File: config.mk
export PLATFORM = sky130hd
export DESIGN_NAME = atpc_top
export DESIGN_NICKNAME = d
export VERILOG_FILES = /design/src/atpc_pkg.sv /design/src/atpc_top.sv
export SDC_FILE = /design/constraint.sdc
export NUM_CORES = 1
export LEC_CHECK = 0
export BUFFER_PORTS_ARGS = -buffer_cell sky130_fd_sc_hd__buf_2
export CORE_AREA = 5 5 147 149
export CTS_CLUSTER_DIAMETER = 50
export DETAILED_ROUTE_END_ITERATION = 10
export DIE_AREA = 0 0 152 154
export PLACE_DENSITY = 0.67
export SYNTH_ARGS = -nofsm -noshare
export SYNTH_HDL_FRONTEND = slang
export SYNTH_SLANG_ARGS = --single-unit
File: constraint.sdc
create_clock -name clock_in -period 6.7 [get_ports clock_in]
set_input_delay 1.005 -clock clock_in [delete_from_list [all_inputs] [get_ports clock_in]]
set_output_delay 1.005 -clock clock_in [all_outputs]
set_load 0.02 [all_outputs]
File: src/atpc_pkg.sv
package atpc_pkg;
    localparam int SAMPLE_W   = 12;
    localparam int REG_W      = 8;
    localparam int FIFO_DEPTH = 8;

    localparam logic [7:0] OFS_OUTPUT_FORMAT = 8'h14;
    localparam logic [7:0] OFS_REFERENCE     = 8'h18;
    localparam logic [7:0] OFS_USER1_LOW     = 8'h19;
    localparam logic [7:0] OFS_USER1_HIGH    = 8'h1A;
    localparam logic [7:0] OFS_USER2_LOW     = 8'h1B;
    localparam logic [7:0] OFS_USER2_HIGH    = 8'h1C;
    localparam logic [7:0] OFS_FILTER        = 8'h2B;
    localparam logic [7:0] OFS_IMPEDANCE     = 8'h2C;
    localparam logic [7:0] OFS_TEST_MODE     = 8'h30;

    localparam logic [7:0] RST_OUTPUT_FORMAT = 8'h00;
    localparam logic [7:0] RST_REFERENCE     = 8'h03;
    localparam logic [7:0] RST_USER          = 8'h00;
    localparam logic [7:0] RST_FILTER        = 8'h00;
    localparam logic [7:0] RST_IMPEDANCE     = 8'h00;
    localparam logic [7:0] RST_TEST_MODE     = 8'h00;

    localparam int REF_SRC_BIT   = 6;
    localparam int REF_LEVEL_LSB = 0;
    localparam int TUNE_BIT      = 6;
    localparam int IMP_BIT       = 0;
    localparam int FMT_LSB       = 0;
    localparam logic [1:0] FMT_TWOS = 2'h1;

    localparam logic [3:0] TM_OFF      = 4'h0;
    localparam logic [3:0] TM_MID      = 4'h1;
    localparam logic [3:0] TM_POS_FS   = 4'h2;
    localparam logic [3:0] TM_NEG_FS   = 4'h3;
    localparam logic [3:0] TM_CHECKER  = 4'h4;
    localparam logic [3:0] TM_PN_LONG  = 4'h5;
    localparam logic [3:0] TM_PN_SHORT = 4'h6;
    localparam logic [3:0] TM_ONE_ZERO = 4'h7;
    localparam logic [3:0] TM_USER     = 4'h8;
    localparam logic [3:0] TM_BIT_TOG  = 4'h9;
    localparam logic [3:0] TM_SYNC     = 4'hA;
    localparam logic [3:0] TM_ONE_HIGH = 4'hB;
    localparam logic [3:0] TM_MIXED    = 4'hC;

    localparam logic [11:0] W_MID     = 12'h800;
    localparam logic [11:0] W_ONES    = 12'hFFF;
    localparam logic [11:0] W_ZEROS   = 12'h000;
    localparam logic [11:0] W_CHECK_A = 12'hAAA;
    localparam logic [11:0] W_CHECK_B = 12'h555;
    localparam logic [11:0] W_SYNC    = 12'h03F;
    localparam logic [11:0] W_MIXED   = 12'hA33;

    localparam logic [22:0] PN_LONG_SEED  = 23'h7FFFFF;
    localparam logic [8:0]  PN_SHORT_SEED = 9'h1FF;

    typedef struct packed {
        logic        is_pattern;
        logic [11:0] word;
    } atpc_sample_s;
endpackage

File: src/atpc_top.sv
// Functional notes
// RULE_01: Reference bit 6 picks internal/external; reset 0x03.
// RULE_02: Filter bit 6 starts tuning, self-clears.
// RULE_03: Modes 1-3 repeat fixed word, format applied.
// RULE_04: Modes 4, 7 alternate words, no format.
// RULE_05: Mode 8 alternates user patterns, no format.
// RULE_06: User patterns are 16-bit, low byte first.
// RULE_07: Off passes data; PN formatted; 9-12 fixed.
// RULE_08: Output format selects offset binary or twos.
// RULE_09: Codes 13 to 15 behave as off.
`timescale 1ns/100ps
`default_nettype none

module atpc_fifo #(
    parameter int WIDTH = 13,
    parameter int DEPTH = 8
) (
    input  wire logic             clock_in,    // Sample clock.
    input  wire logic             sys_rst_in,  // Synchronous reset.
    input  wire logic             in_valid_in, // Write request.
    output logic                  in_ready_out,// Not full.
    input  wire logic [WIDTH-1:0] in_data_in,  // Write data.
    output logic                  out_valid_out,// Not empty.
    input  wire logic             out_ready_in,// Read accept.
    output logic [WIDTH-1:0]      out_data_out // Head word.
);
    localparam int AW = $clog2(DEPTH);
    logic [WIDTH-1:0] mem_r [DEPTH];
    logic [AW-1:0]    wr_ptr_r;
    logic [AW-1:0]    rd_ptr_r;
    logic [AW:0]      count_r;
    logic             push;
    logic             pop;

    assign in_ready_out  = (count_r != (AW+1)'(DEPTH));
    assign out_valid_out = (count_r != '0);
    assign push          = in_valid_in && in_ready_out;
    assign pop           = out_valid_out && out_ready_in;
    assign out_data_out  = mem_r[rd_ptr_r];

    always_ff @(posedge clock_in) begin
        if (push) begin
            mem_r[wr_ptr_r] <= in_data_in;
        end
    end

    always_ff @(posedge clock_in) begin
        if (sys_rst_in) begin
            wr_ptr_r <= '0;
            rd_ptr_r <= '0;
            count_r  <= '0;
        end else begin
            if (push) begin
                wr_ptr_r <= (wr_ptr_r == AW'(DEPTH - 1)) ? '0 : wr_ptr_r + 1'b1;
            end
            if (pop) begin
                rd_ptr_r <= (rd_ptr_r == AW'(DEPTH - 1)) ? '0 : rd_ptr_r + 1'b1;
            end
            if (push && !pop) begin
                count_r <= count_r + 1'b1;
            end else if (pop && !push) begin
                count_r <= count_r - 1'b1;
            end
        end
    end
endmodule

module atpc_top (
    input  wire logic        clock_in,          // 40 MHz sample clock.
    input  wire logic        sys_rst_in,        // Synchronous reset, active high.
    input  wire logic        reg_wr_in,         // Register write strobe.
    input  wire logic        reg_rd_in,         // Register read strobe.
    input  wire logic [7:0]  reg_addr_in,       // Register offset.
    input  wire logic [7:0]  reg_wdata_in,      // Write data.
    output logic      [7:0]  reg_rdata_out,     // Read data, valid after read.
    input  wire logic        tune_done_in,      // Filter tuning finished, async.
    output logic             tune_start_out,    // Filter tuning request level.
    output logic             ref_external_out,  // External reference selected.
    output logic      [1:0]  ref_level_out,     // Internal reference level code.
    output logic             imp_high_out,      // High input impedance selected.
    input  wire logic [11:0] adc_data_in,       // Converted sample.
    input  wire logic        adc_valid_in,      // Sample strobe.
    output logic             adc_ready_out,     // Output buffer can take a sample.
    output logic      [11:0] out_data_out,      // Output word.
    output logic             out_pattern_out,   // Word is a test pattern.
    output logic             out_valid_out,     // Output word valid.
    input  wire logic        out_ready_in       // Capture logic accepts word.
);
    logic [7:0]  out_format_r;
    logic [7:0]  reference_r;
    logic [7:0]  user1_low_r;
    logic [7:0]  user1_high_r;
    logic [7:0]  user2_low_r;
    logic [7:0]  user2_high_r;
    logic [7:0]  filter_r;
    logic [7:0]  impedance_r;
    logic [3:0]  test_mode_r;
    logic        phase_r;
    logic [22:0] pn_long_r;
    logic [8:0]  pn_short_r;
    logic        done_s1_r;
    logic        done_s2_r;
    logic        push;
    logic        twos;
    logic [11:0] raw_word;
    logic        fmt_dep;
    atpc_pkg::atpc_sample_s sample_nxt;
    atpc_pkg::atpc_sample_s head;
    logic [15:0] user1;
    logic [15:0] user2;

    function automatic logic wr_hit(input logic wr, input logic [7:0] a, input logic [7:0] ofs);
        wr_hit = wr && (a == ofs);
    endfunction

    assign user1 = {user1_high_r, user1_low_r}; // RULE_06
    assign user2 = {user2_high_r, user2_low_r}; // RULE_06
    assign twos  = (out_format_r[atpc_pkg::FMT_LSB +: 2] == atpc_pkg::FMT_TWOS); // RULE_08

    always_ff @(posedge clock_in) begin
        if (sys_rst_in) begin
            out_format_r <= atpc_pkg::RST_OUTPUT_FORMAT;
            reference_r  <= atpc_pkg::RST_REFERENCE; // RULE_01
            impedance_r  <= atpc_pkg::RST_IMPEDANCE;
            test_mode_r  <= atpc_pkg::RST_TEST_MODE[3:0];
        end else begin
            if (wr_hit(reg_wr_in, reg_addr_in, atpc_pkg::OFS_OUTPUT_FORMAT)) begin
                out_format_r <= reg_wdata_in;
            end
            if (wr_hit(reg_wr_in, reg_addr_in, atpc_pkg::OFS_REFERENCE)) begin
                reference_r <= reg_wdata_in; // RULE_01
            end
            if (wr_hit(reg_wr_in, reg_addr_in, atpc_pkg::OFS_IMPEDANCE)) begin
                impedance_r <= reg_wdata_in;
            end
            if (wr_hit(reg_wr_in, reg_addr_in, atpc_pkg::OFS_TEST_MODE)) begin
                test_mode_r <= reg_wdata_in[3:0];
            end
        end
    end

    always_ff @(posedge clock_in) begin
        if (sys_rst_in) begin
            user1_low_r  <= atpc_pkg::RST_USER; // RULE_06
            user1_high_r <= atpc_pkg::RST_USER;
            user2_low_r  <= atpc_pkg::RST_USER;
            user2_high_r <= atpc_pkg::RST_USER;
        end else begin
            if (wr_hit(reg_wr_in, reg_addr_in, atpc_pkg::OFS_USER1_LOW)) begin
                user1_low_r <= reg_wdata_in; // RULE_06
            end
            if (wr_hit(reg_wr_in, reg_addr_in, atpc_pkg::OFS_USER1_HIGH)) begin
                user1_high_r <= reg_wdata_in;
            end
            if (wr_hit(reg_wr_in, reg_addr_in, atpc_pkg::OFS_USER2_LOW)) begin
                user2_low_r <= reg_wdata_in;
            end
            if (wr_hit(reg_wr_in, reg_addr_in, atpc_pkg::OFS_USER2_HIGH)) begin
                user2_high_r <= reg_wdata_in;
            end
        end
    end

    // The done line comes from the analog tuner, so it is synchronised first.
    always_ff @(posedge clock_in) begin
        if (sys_rst_in) begin
            done_s1_r <= 1'b0;
            done_s2_r <= 1'b0;
        end else begin
            done_s1_r <= tune_done_in;
            done_s2_r <= done_s1_r;
        end
    end

    // A software start in the same cycle as a completion wins over the clear.
    always_ff @(posedge clock_in) begin
        if (sys_rst_in) begin
            filter_r <= atpc_pkg::RST_FILTER; // RULE_02
        end else if (wr_hit(reg_wr_in, reg_addr_in, atpc_pkg::OFS_FILTER)) begin
            filter_r <= reg_wdata_in; // RULE_02
        end else if (done_s2_r) begin
            filter_r[atpc_pkg::TUNE_BIT] <= 1'b0; // RULE_02
        end
    end

    always_ff @(posedge clock_in) begin
        if (sys_rst_in) begin
            reg_rdata_out <= 8'h00;
        end else if (reg_rd_in) begin
            unique case (reg_addr_in)
                atpc_pkg::OFS_OUTPUT_FORMAT: reg_rdata_out <= out_format_r;
                atpc_pkg::OFS_REFERENCE:     reg_rdata_out <= reference_r;
                atpc_pkg::OFS_USER1_LOW:     reg_rdata_out <= user1_low_r;
                atpc_pkg::OFS_USER1_HIGH:    reg_rdata_out <= user1_high_r;
                atpc_pkg::OFS_USER2_LOW:     reg_rdata_out <= user2_low_r;
                atpc_pkg::OFS_USER2_HIGH:    reg_rdata_out <= user2_high_r;
                atpc_pkg::OFS_FILTER:        reg_rdata_out <= filter_r;
                atpc_pkg::OFS_IMPEDANCE:     reg_rdata_out <= impedance_r;
                atpc_pkg::OFS_TEST_MODE:     reg_rdata_out <= {4'h0, test_mode_r};
                default:                     reg_rdata_out <= 8'h00;
            endcase
        end
    end

    assign tune_start_out   = filter_r[atpc_pkg::TUNE_BIT]; // RULE_02
    assign ref_external_out = reference_r[atpc_pkg::REF_SRC_BIT]; // RULE_01
    assign ref_level_out    = reference_r[atpc_pkg::REF_LEVEL_LSB +: 2];
    assign imp_high_out     = impedance_r[atpc_pkg::IMP_BIT];

    always_comb begin
        raw_word = adc_data_in;
        fmt_dep  = 1'b1;
        unique case (test_mode_r)
            atpc_pkg::TM_OFF:      raw_word = adc_data_in; // RULE_07
            atpc_pkg::TM_MID:      raw_word = atpc_pkg::W_MID; // RULE_03
            atpc_pkg::TM_POS_FS:   raw_word = atpc_pkg::W_ONES; // RULE_03
            atpc_pkg::TM_NEG_FS:   raw_word = atpc_pkg::W_ZEROS; // RULE_03
            atpc_pkg::TM_PN_LONG:  raw_word = pn_long_r[11:0]; // RULE_07
            atpc_pkg::TM_PN_SHORT: raw_word = {pn_short_r, pn_short_r[8:6]}; // RULE_07
            atpc_pkg::TM_CHECKER: begin
                raw_word = phase_r ? atpc_pkg::W_CHECK_B : atpc_pkg::W_CHECK_A; // RULE_04
                fmt_dep  = 1'b0;
            end
            atpc_pkg::TM_ONE_ZERO: begin
                raw_word = phase_r ? atpc_pkg::W_ZEROS : atpc_pkg::W_ONES; // RULE_04
                fmt_dep  = 1'b0;
            end
            atpc_pkg::TM_USER: begin
                raw_word = phase_r ? user2[11:0] : user1[11:0]; // RULE_05
                fmt_dep  = 1'b0;
            end
            atpc_pkg::TM_BIT_TOG: begin
                raw_word = atpc_pkg::W_CHECK_A; // RULE_07
                fmt_dep  = 1'b0;
            end
            atpc_pkg::TM_SYNC: begin
                raw_word = atpc_pkg::W_SYNC; // RULE_07
                fmt_dep  = 1'b0;
            end
            atpc_pkg::TM_ONE_HIGH: begin
                raw_word = atpc_pkg::W_MID; // RULE_07
                fmt_dep  = 1'b0;
            end
            atpc_pkg::TM_MIXED: begin
                raw_word = atpc_pkg::W_MIXED; // RULE_07
                fmt_dep  = 1'b0;
            end
            default:               raw_word = adc_data_in; // RULE_09
        endcase
        sample_nxt.word       = raw_word ^ {fmt_dep & twos, 11'h000}; // RULE_08
        sample_nxt.is_pattern = (test_mode_r != atpc_pkg::TM_OFF) && (test_mode_r <= atpc_pkg::TM_MIXED);
    end

    assign push = adc_valid_in && adc_ready_out;

    // Phase restarts on a mode write so each alternating pattern (modes 4, 7, 8) begins with its first word.
    always_ff @(posedge clock_in) begin
        if (sys_rst_in) begin
            phase_r <= 1'b0;
        end else if (wr_hit(reg_wr_in, reg_addr_in, atpc_pkg::OFS_TEST_MODE)) begin
            phase_r <= 1'b0;
        end else if (push) begin
            phase_r <= ~phase_r; // RULE_04
        end
    end

    always_ff @(posedge clock_in) begin
        if (sys_rst_in) begin
            pn_long_r  <= atpc_pkg::PN_LONG_SEED;
            pn_short_r <= atpc_pkg::PN_SHORT_SEED;
        end else if (push) begin
            if (test_mode_r == atpc_pkg::TM_PN_LONG) begin
                pn_long_r <= {pn_long_r[21:0], pn_long_r[22] ^ pn_long_r[17]}; // RULE_07
            end
            if (test_mode_r == atpc_pkg::TM_PN_SHORT) begin
                pn_short_r <= {pn_short_r[7:0], pn_short_r[8] ^ pn_short_r[4]}; // RULE_07
            end
        end
    end

    atpc_fifo #(
        .WIDTH ($bits(atpc_pkg::atpc_sample_s)),
        .DEPTH (atpc_pkg::FIFO_DEPTH)
    ) u_fifo (
        .clock_in      (clock_in),
        .sys_rst_in    (sys_rst_in),
        .in_valid_in   (adc_valid_in),
        .in_ready_out  (adc_ready_out),
        .in_data_in    (sample_nxt),
        .out_valid_out (out_valid_out),
        .out_ready_in  (out_ready_in),
        .out_data_out  (head)
    );

    assign out_data_out    = head.word;
    assign out_pattern_out = head.is_pattern;

    AST_REF_SRC: assert property (@(posedge clock_in) disable iff (sys_rst_in) // RULE_01
        wr_hit(reg_wr_in, reg_addr_in, atpc_pkg::OFS_REFERENCE)
        |=> ref_external_out == $past(reg_wdata_in[6]))
        else $error("Reference source does not follow the written bit.");

    AST_TUNE_CLEAR: assert property (@(posedge clock_in) disable iff (sys_rst_in) // RULE_02
        tune_start_out && done_s2_r && !reg_wr_in |=> !tune_start_out)
        else $error("Tuning bit did not clear after completion.");

    AST_MID_WORD: assert property (@(posedge clock_in) disable iff (sys_rst_in) // RULE_03
        push && test_mode_r == atpc_pkg::TM_MID |-> sample_nxt.word == (twos ? 12'h000 : 12'h800))
        else $error("Midscale word wrong for the selected format.");

    AST_CHECKER: assert property (@(posedge clock_in) disable iff (sys_rst_in) // RULE_04
        push && test_mode_r == atpc_pkg::TM_CHECKER
        |-> sample_nxt.word == (phase_r ? 12'h555 : 12'hAAA))
        else $error("Checkerboard did not alternate.");

    AST_USER_ALT: assert property (@(posedge clock_in) disable iff (sys_rst_in) // RULE_05
        push && test_mode_r == atpc_pkg::TM_USER && !phase_r |-> sample_nxt.word == user1[11:0])
        else $error("User pattern 1 not sent on the first phase.");

    AST_USER_RB: assert property (@(posedge clock_in) disable iff (sys_rst_in) // RULE_06
        wr_hit(reg_wr_in, reg_addr_in, atpc_pkg::OFS_USER2_HIGH)
        |=> user2[15:8] == $past(reg_wdata_in))
        else $error("User pattern 2 high byte not stored.");

    AST_BYPASS: assert property (@(posedge clock_in) disable iff (sys_rst_in) // RULE_07
        push && test_mode_r == atpc_pkg::TM_SYNC |-> sample_nxt.word == 12'h03F)
        else $error("Sync word altered.");

    AST_TWOS_DATA: assert property (@(posedge clock_in) disable iff (sys_rst_in) // RULE_08
        push && test_mode_r == atpc_pkg::TM_OFF
        |-> sample_nxt.word == (adc_data_in ^ {twos, 11'h000}))
        else $error("Format conversion wrong on live data.");

    AST_UNLISTED: assert property (@(posedge clock_in) disable iff (sys_rst_in) // RULE_09
        push && test_mode_r > atpc_pkg::TM_MIXED |-> !sample_nxt.is_pattern)
        else $error("Unlisted test code produced a pattern.");
endmodule

`default_nettype wire

==> results of run 1 <==
[cells in the final DEF, fill, tap and decap left out, types with 15 or more instances in the layout]
cell and n:
nand3_1 61, mux2i_1 41, mux4_2 26, buf_2 62, buf_4 15, mux2_2 20, dfxtp_1 123, nor2_1 68
edfxtp_1 104, a21oi_1 63, nand2_1 154, a22oi_1 15, clkbuf_16 25
[cell type report]
type | instances | area [um^2]
clock buffers | 26 | 629
clock inverters | 18 | 206
fillers | 1795 | 8810
inverters | 6 | 22.5
multi-input cells | 594 | 4010
flip-flops and latches | 228 | 5610
well taps | 270 | 338
repair buffers | 77 | 423
[sequential cells by signal, summed over array words and instances (netlist names), 4 cells and up, named ones only]
| register | cells |
|---|---|
| reg_rdata_out | 8 |
| u_fifo.count_r | 4 |
| out_format_r | 8 |
| user1_high_r | 8 |
| impedance_r | 8 |
| user2_low_r | 8 |
| user2_high_r | 8 |
| user1_low_r | 8 |
| pn_long_r | 23 |
| u_fifo.mem_r | 104 |
| reference_r | 8 |
| test_mode_r | 4 |
| pn_short_r | 9 |
| filter_r | 8 |
[report_power, final]
part / total [mW] / switching [mW] / internal [mW]
Clock: 1.38 / 0.540 / 0.838
Sequential: 1.58 / 0.0668 / 1.51
Combinational: 0.491 / 0.263 / 0.228
[through the flow]
| stage | area [um^2] | hold slack (ns) | setup WS, ns | std cells |
|---|---|---|---|---|
| 4_1_cts | 11200 | 0.452 | 3.08 | 1219 |
| 5_1_grt | 11200 | 0.467 | 2.98 | 1219 |
| 3_3_place_gp | 10400 | 0.420 | 2.94 | 1175 |
| 3_5_place_dp | 10400 | 0.435 | 2.96 | 1175 |
| 2_1_floorplan | 9870 | 0.414 | 3.72 | 889 |
| 6_report | 11200 | 0.445 | 3.17 | 1219 |
[per-layer routing]
| metal | track usage | vias up | wire, um |
|---|---|---|---|
| li1 | - | 3332 | - |
| met1 | 0.274 | 3370 | 10200 |
| met2 | 0.337 | 200 | 12000 |
| met3 | 0.0292 | 31 | 1300 |
| met4 | 0.0522 | 0 | 474 |
| met5 | 0 | - | 0 |
[worst paths after layout]
kind	startpoint	to	slack [ns]	depth (start not counted)
hold / removal	done_s1_r$_SDFF_PP0_	done_s2_r$_SDFF_PP0_	0.45	1
setup / recovery	flop	out_data_out[7]	3.17	3
setup reg to reg	u_fifo.count_r[0]$_SDFFE_PP0P_	u_fifo.count_r[3]$_SDFFE_PP0P_	3.25	11
hold reg to reg	done_s1_r$_SDFF_PP0_	done_s2_r$_SDFF_PP0_	0.45	1
[cell families after synthesis]
kind of cell | after synthesis | synth area share
AO/OA/AOI/OAI | 142 | 0.0930
XOR/XNOR | 9 | 0.00798
adder cells (fa/ha/maj) | 8 | 0.0109
buffers and inverters | 67 | 0.0295
flip-flops | 228 | 0.568
multiplexers | 88 | 0.126
AND/OR/NAND/NOR | 347 | 0.164
[worst max-delay path: cells and delay by family (launching register included)]
| kind | cells | cell delay, ns |
|---|---|---|
| buffers and inverters | 1 | 0.16 |
| multiplexers | 2 | 0.92 |
| flip-flops | 1 | 0.93 |
==> metrics.yaml, run 1 <==
drt:
  wl_per_cell_um: 19.7
  drc: 0
  via_per_inst: 5.69
  drtAntennaViolNets: 0
  drt-total-wl_mm: 24.0
  drt_iter0_markers: 697
  drtPass1Iterations: 6
  dr_total_vias: 6933
sta:
  hold_violations: 0
  setup-tns-final_ns: 0
  rsz0062_at_grt: "false"
  worstMarginPinSlew_ns: 1.15
  period_needed_ns: 3.53
  setup_viol_count_final: 0
  fin_crit_sh: 0.527
  slew_viol_final: 0
  skew_ns: 0.00906
  fmax_mhz: 283
  slew_headroom: 0.229
logic_synthesis:
  yosysMostFrequentCell: "nand2_1"
  synth.area.top_cells: "edfxtp_1 32%, dfxtp_1 25%, mux4_2 5.9%, nand2_1 5.9%, mux2i_1 4.2%"
  yosys_warnings: 0
  synth_edf_count: 104
  syn_avg_cell_area_um2: 11.1
  syn_area_um2: 9870
  ys_ff_latch: 228
  synthFlopType: "dfxtp_1"
  synth_top_cells_by_count: "154 x nand2_1, 124 x dfxtp_1, 104 x edfxtp_1"
  synth.distinct_cells: 64
  ys_seq_area_frac: 0.568
  synth.largest_area_cell: "edfxtp_1"
  syn_inst: 889
  synthArstFlopShare: 0
  syn_nets: 932
  yosysTopAreaCellShare: 0.316
grt:
  grt_usage: 0.200
  grt-ovfl-total: 0
  grt_antenna_before_repair: 0
  grt_pass1_vias: 6542
  grt_max_degree: 81
  grt_pass1_wl_mm: 37.6
floorplanning:
  fp.dieH_um: 154
  start_util: 0.493
  rows: 52
  die_area_um2: 23400
  core_um2: 20000
  pin_count: 63
  fp.dieW_um: 152
clocking:
  clk_pin_slew_ns: 0.06
  holdBufCountCts: 0
  clk_latency_ns: 0.51
  cts_sinks: 228
  postCtsSetupBuffers: 0
  cts_tree: "built"
  ctsResizeCount: 0
  cts_buffers: 24
  htreeDepth: 1
  clockRootBuffer: "clkbuf_16"
  cts_buffer_depth: 3
layout:
  area_delta_synth_final_pct: 13.8
  final_core_util: 0.561
  diodes: 0
  drive_above_1_share: 0.191
  nNetsFinal: 974
setup_path:
  arrival_ns: 2.53
  worst_setup_path_start_kind: "flop"
  crit_required_ns: 5.69
  crit_type: "reg -> out"
  worstSetupEndpointType: "output pin"
  crit_fanout: 26
  crit_slowest_cell: "dfxtp_2"
  slowest_delay_ns: 0.93
  worstPathCellList: "mux4_2 -> mux2_2 -> buf_2"
pwr:
  power.density_nw_per_um2: 307
  peakVddDrop_mv: 0.214
  power_mw: 3.45
  p_leak_nw: 4.10
job:
  cap_violations: 0
placed_design:
  io_buffers: 62
  gp_congestion: 0.825
  hpwlAfterDp_mm: 15.7
hold_path:
  hold_class: "reg -> reg"
run_status:
  status: "finished, final reports clean"
Note: power is estimated with default switching activity, not from simulation.
==> run 2: changes to the inputs <==
PLACE_DENSITY = 0.7   (was 0.67)
clock period = 3.1 ns   (was 6.7 ns; I/O delays follow)
==> run 2 against run 1 <==
Against the previous run: power is 120% higher; critical path depth up 1; highest routed layer unchanged; sequential share of layout area is 0.58 points lower; flip-flop and latch count unchanged.
==> metrics.yaml, run 2 (synthesized netlist as in run 1, its figures left out) <==
drt:
  drtAntennaViolNets: 0  # unchanged
  dr_total_vias: 7064  # +1.9%
  wl_per_cell_um: 19.0  # -3.5%
  via_per_inst: 5.72  # +0.49%
  drtPass1Iterations: 5  # -1
  drc: 0  # unchanged
  drt-total-wl_mm: 23.5  # -2.2%
  drt_iter0_markers: 596  # -14%
setup_path:
  slowest_delay_ns: 0.62  # -0.31 ns
  path_depth: 4  # +1
  reg2reg_slack_ns: 0.33  # -2.92 ns
  crit_slowest_cell: "dfxtp_2"
  crit_required_ns: 2.63  # -3.06 ns
  arrival_ns: 2.36  # -0.17 ns
  crit_type: "reg -> out"
  worst_setup_path_start_kind: "flop"
  worstSetupEndpointType: "output pin"
  ff2ff_path_depth: 11  # unchanged
  reg2reg_to: "u_fifo.count_r[3]$_SDFFE_PP0P_"
  cp_top_family: "multiplexers"
  crit_path_end: "out_data_out[1]"
  worst-path-buf-inv: 2  # +1
  worstPathCellList: "buf_12 -> mux4_2 -> mux2_2 -> buf_2"
  crit_fanout: 15  # -42%
  reg2reg_from: "u_fifo.count_r[0]$_SDFFE_PP0P_"
layout:
  drive_above_1_share: 0.204  # +0.0132
  mostFrequentLayoutCells: "154 x nand2_1, 123 x dfxtp_1, 104 x edfxtp_1"
  seq_area_um2: 5610  # unchanged
  largest_reg_flops: 104  # unchanged
  reg_top3: "u_fifo.mem_r x104, pn_long_r x23, pn_short_r x9"
  fill_cells: 1678  # -6.5%
  area_delta_synth_final_pct: 15.1
  top_register: "u_fifo.mem_r"
  layout_commonest_cell: "nand2_1"
  fin_area_um2: 11400  # +1.2%
  multi_input_area_um2: 4010  # unchanged
  diodes: 0  # unchanged
  nNetsFinal: 992  # +1.8%
clocking:
  postCtsSetupBuffers: 0  # unchanged
  cts_tree: "built"
  cts_buffer_depth: 3  # unchanged
  clk_latency_ns: 0.51  # about the same
  cts_sinks: 228  # unchanged
  clk_pin_slew_ns: 0.06  # about the same
  holdBufCountCts: 0  # unchanged
  ctsResizeCount: 0  # unchanged
  cts_buffers: 25  # +4.2%
  htreeDepth: 1  # unchanged
  clockRootBuffer: "clkbuf_16"
pwr:
  power.density_nw_per_um2: 655  # +110%
  p_int_mw: 5.57  # +120%
  peakVddDrop_mv: 0.467  # +120%
  p_leak_nw: 4.19  # +2.2%
  seq_power_share: 0.452  # -0.006
  pwr-share-comb: 0.152  # +0.010
  p_sw_mw: 1.88  # +120%
  swShare: 0.253  # +0.000319
  clkPwrFrac: 0.396  # -0.004
sta:
  setup-tns-final_ns: 0  # unchanged
  fmax_mhz: 354
  hold-worst-slack_ns: 0.170  # -0.275 ns
  fin_crit_sh: 0.911
  setup_viol_count_final: 0  # unchanged
  rsz0062_at_grt: "false"
  worstMarginPinSlew_ns: 0.750  # -0.399 ns
  hold_violations: 0  # unchanged
  period_needed_ns: 2.82
  slew_viol_final: 0  # unchanged
  skew_ns: 0.0143  # +0.00522 ns
  slew_headroom: 0.498  # +0.268
grt:
  use_met3: 0.0292  # unchanged
  grt_usage: 0.199  # -0.000725
  grt-ovfl-total: 0  # unchanged
  grt_antenna_before_repair: 0  # unchanged
  grt_util_met2: 0.333  # -0.00381
  top_usage_layer: "met2"
  grt_max_degree: 64  # -21%
  grt_pass1_wl_mm: 38.1  # +1.2%
  grt_util_met1: 0.272  # -0.00138
  grt_pass1_vias: 6826  # +4.3%
floorplanning:
  rows: 52  # unchanged
  core_um2: 20000  # unchanged
  fp.dieW_um: 152  # unchanged
  start_util: 0.493  # unchanged
  fp.dieH_um: 154  # unchanged
  pin_count: 63  # unchanged
  die_area_um2: 23400  # unchanged
placed_design:
  place_area_um2: 10500  # +1.3%
  io_buffers: 62  # unchanged
  gp_congestion: 0.865  # +4.9%
  hpwlAfterDp_mm: 15.7  # about the same
hold_path:
  hold_class: "in -> reg"
job:
  cap_violations: 0  # unchanged
run_status:
  status: "finished, final reports clean"
## run 2: cell count changes in the layout (fill, tap and decap cells not counted), sizes merged
cell and change:
clkinv +2, clkinvlp -4, bufinv -1, inv -2, clkbuf +5, buf +17
## run 2: per-stage QoR
step,setup slack [ns],cells,utilization,total power [mW]
after global placement,0.424,1192,0.526,4.55
final,0.276,1236,0.567,7.45
after CTS,0.221,1236,0.567,7.53
after detailed placement,0.346,1192,0.526,4.58
after global routing,0.117,1236,0.567,7.77
after floorplan,0.123,889,-,4.25
## run 2: routing by layer
layer / up-vias / routed length (um)
li1: 3367 / -
met1: 3406 / 10000
met2: 241 / 11500
met3: 50 / 1310
met4: 0 / 655
met5: - / 0
## run 2: power by group through the flow
stage / Sequential [mW] / Combinational (mW) / Clock [mW]
floorplan: 3.37 / 0.875 / 0
global placement: 3.43 / 1.13 / 0
detailed placement: 3.44 / 1.14 / 0
CTS: 3.37 / 1.15 / 3.01
global route: 3.39 / 1.24 / 3.14
finish: 3.37 / 1.13 / 2.95
## run 2: worst register-to-register path, cell delays in order (launching register included)
cell	delay, ns
dfxtp_1	0.36
or4b_2	0.70
nand2_1	0.12
inv_1	0.06
ha_1	0.22
inv_1	0.12
ha_1	0.24
a21o_1	0.17
a21oi_1	0.17
xnor2_1	0.09
or3_1	0.31
a21oi_1	0.14
## run 2: worst min-delay path by stage
| stage | startpoint | to | slack [ns] | depth (start not counted) |
|---|---|---|---|---|
| global placement | done_s1_r$_SDFF_PP0_ | done_s2_r$_SDFF_PP0_ | 0.42 | 1 |
| CTS | tune_done_in | done_s1_r$_SDFF_PP0_ | 0.16 | 2 |
| finish | tune_done_in | done_s1_r$_SDFF_PP0_ | 0.17 | 2 |
| global route | tune_done_in | done_s1_r$_SDFF_PP0_ | 0.21 | 2 |
| detailed placement | done_s1_r$_SDFF_PP0_ | done_s2_r$_SDFF_PP0_ | 0.43 | 1 |
| floorplan | done_s1_r$_SDFF_PP0_ | done_s2_r$_SDFF_PP0_ | 0.41 | 1 |
## run 2: layout make-up
class / instances / share of cell area
inverters: 6 / 0.00198
flip-flops and latches: 228 / 0.493
clock buffers: 31 / 0.0582
multi-input cells: 594 / 0.353
repair buffers: 94 / 0.0495
clock inverters: 13 / 0.0146
well taps: 270 / 0.0297
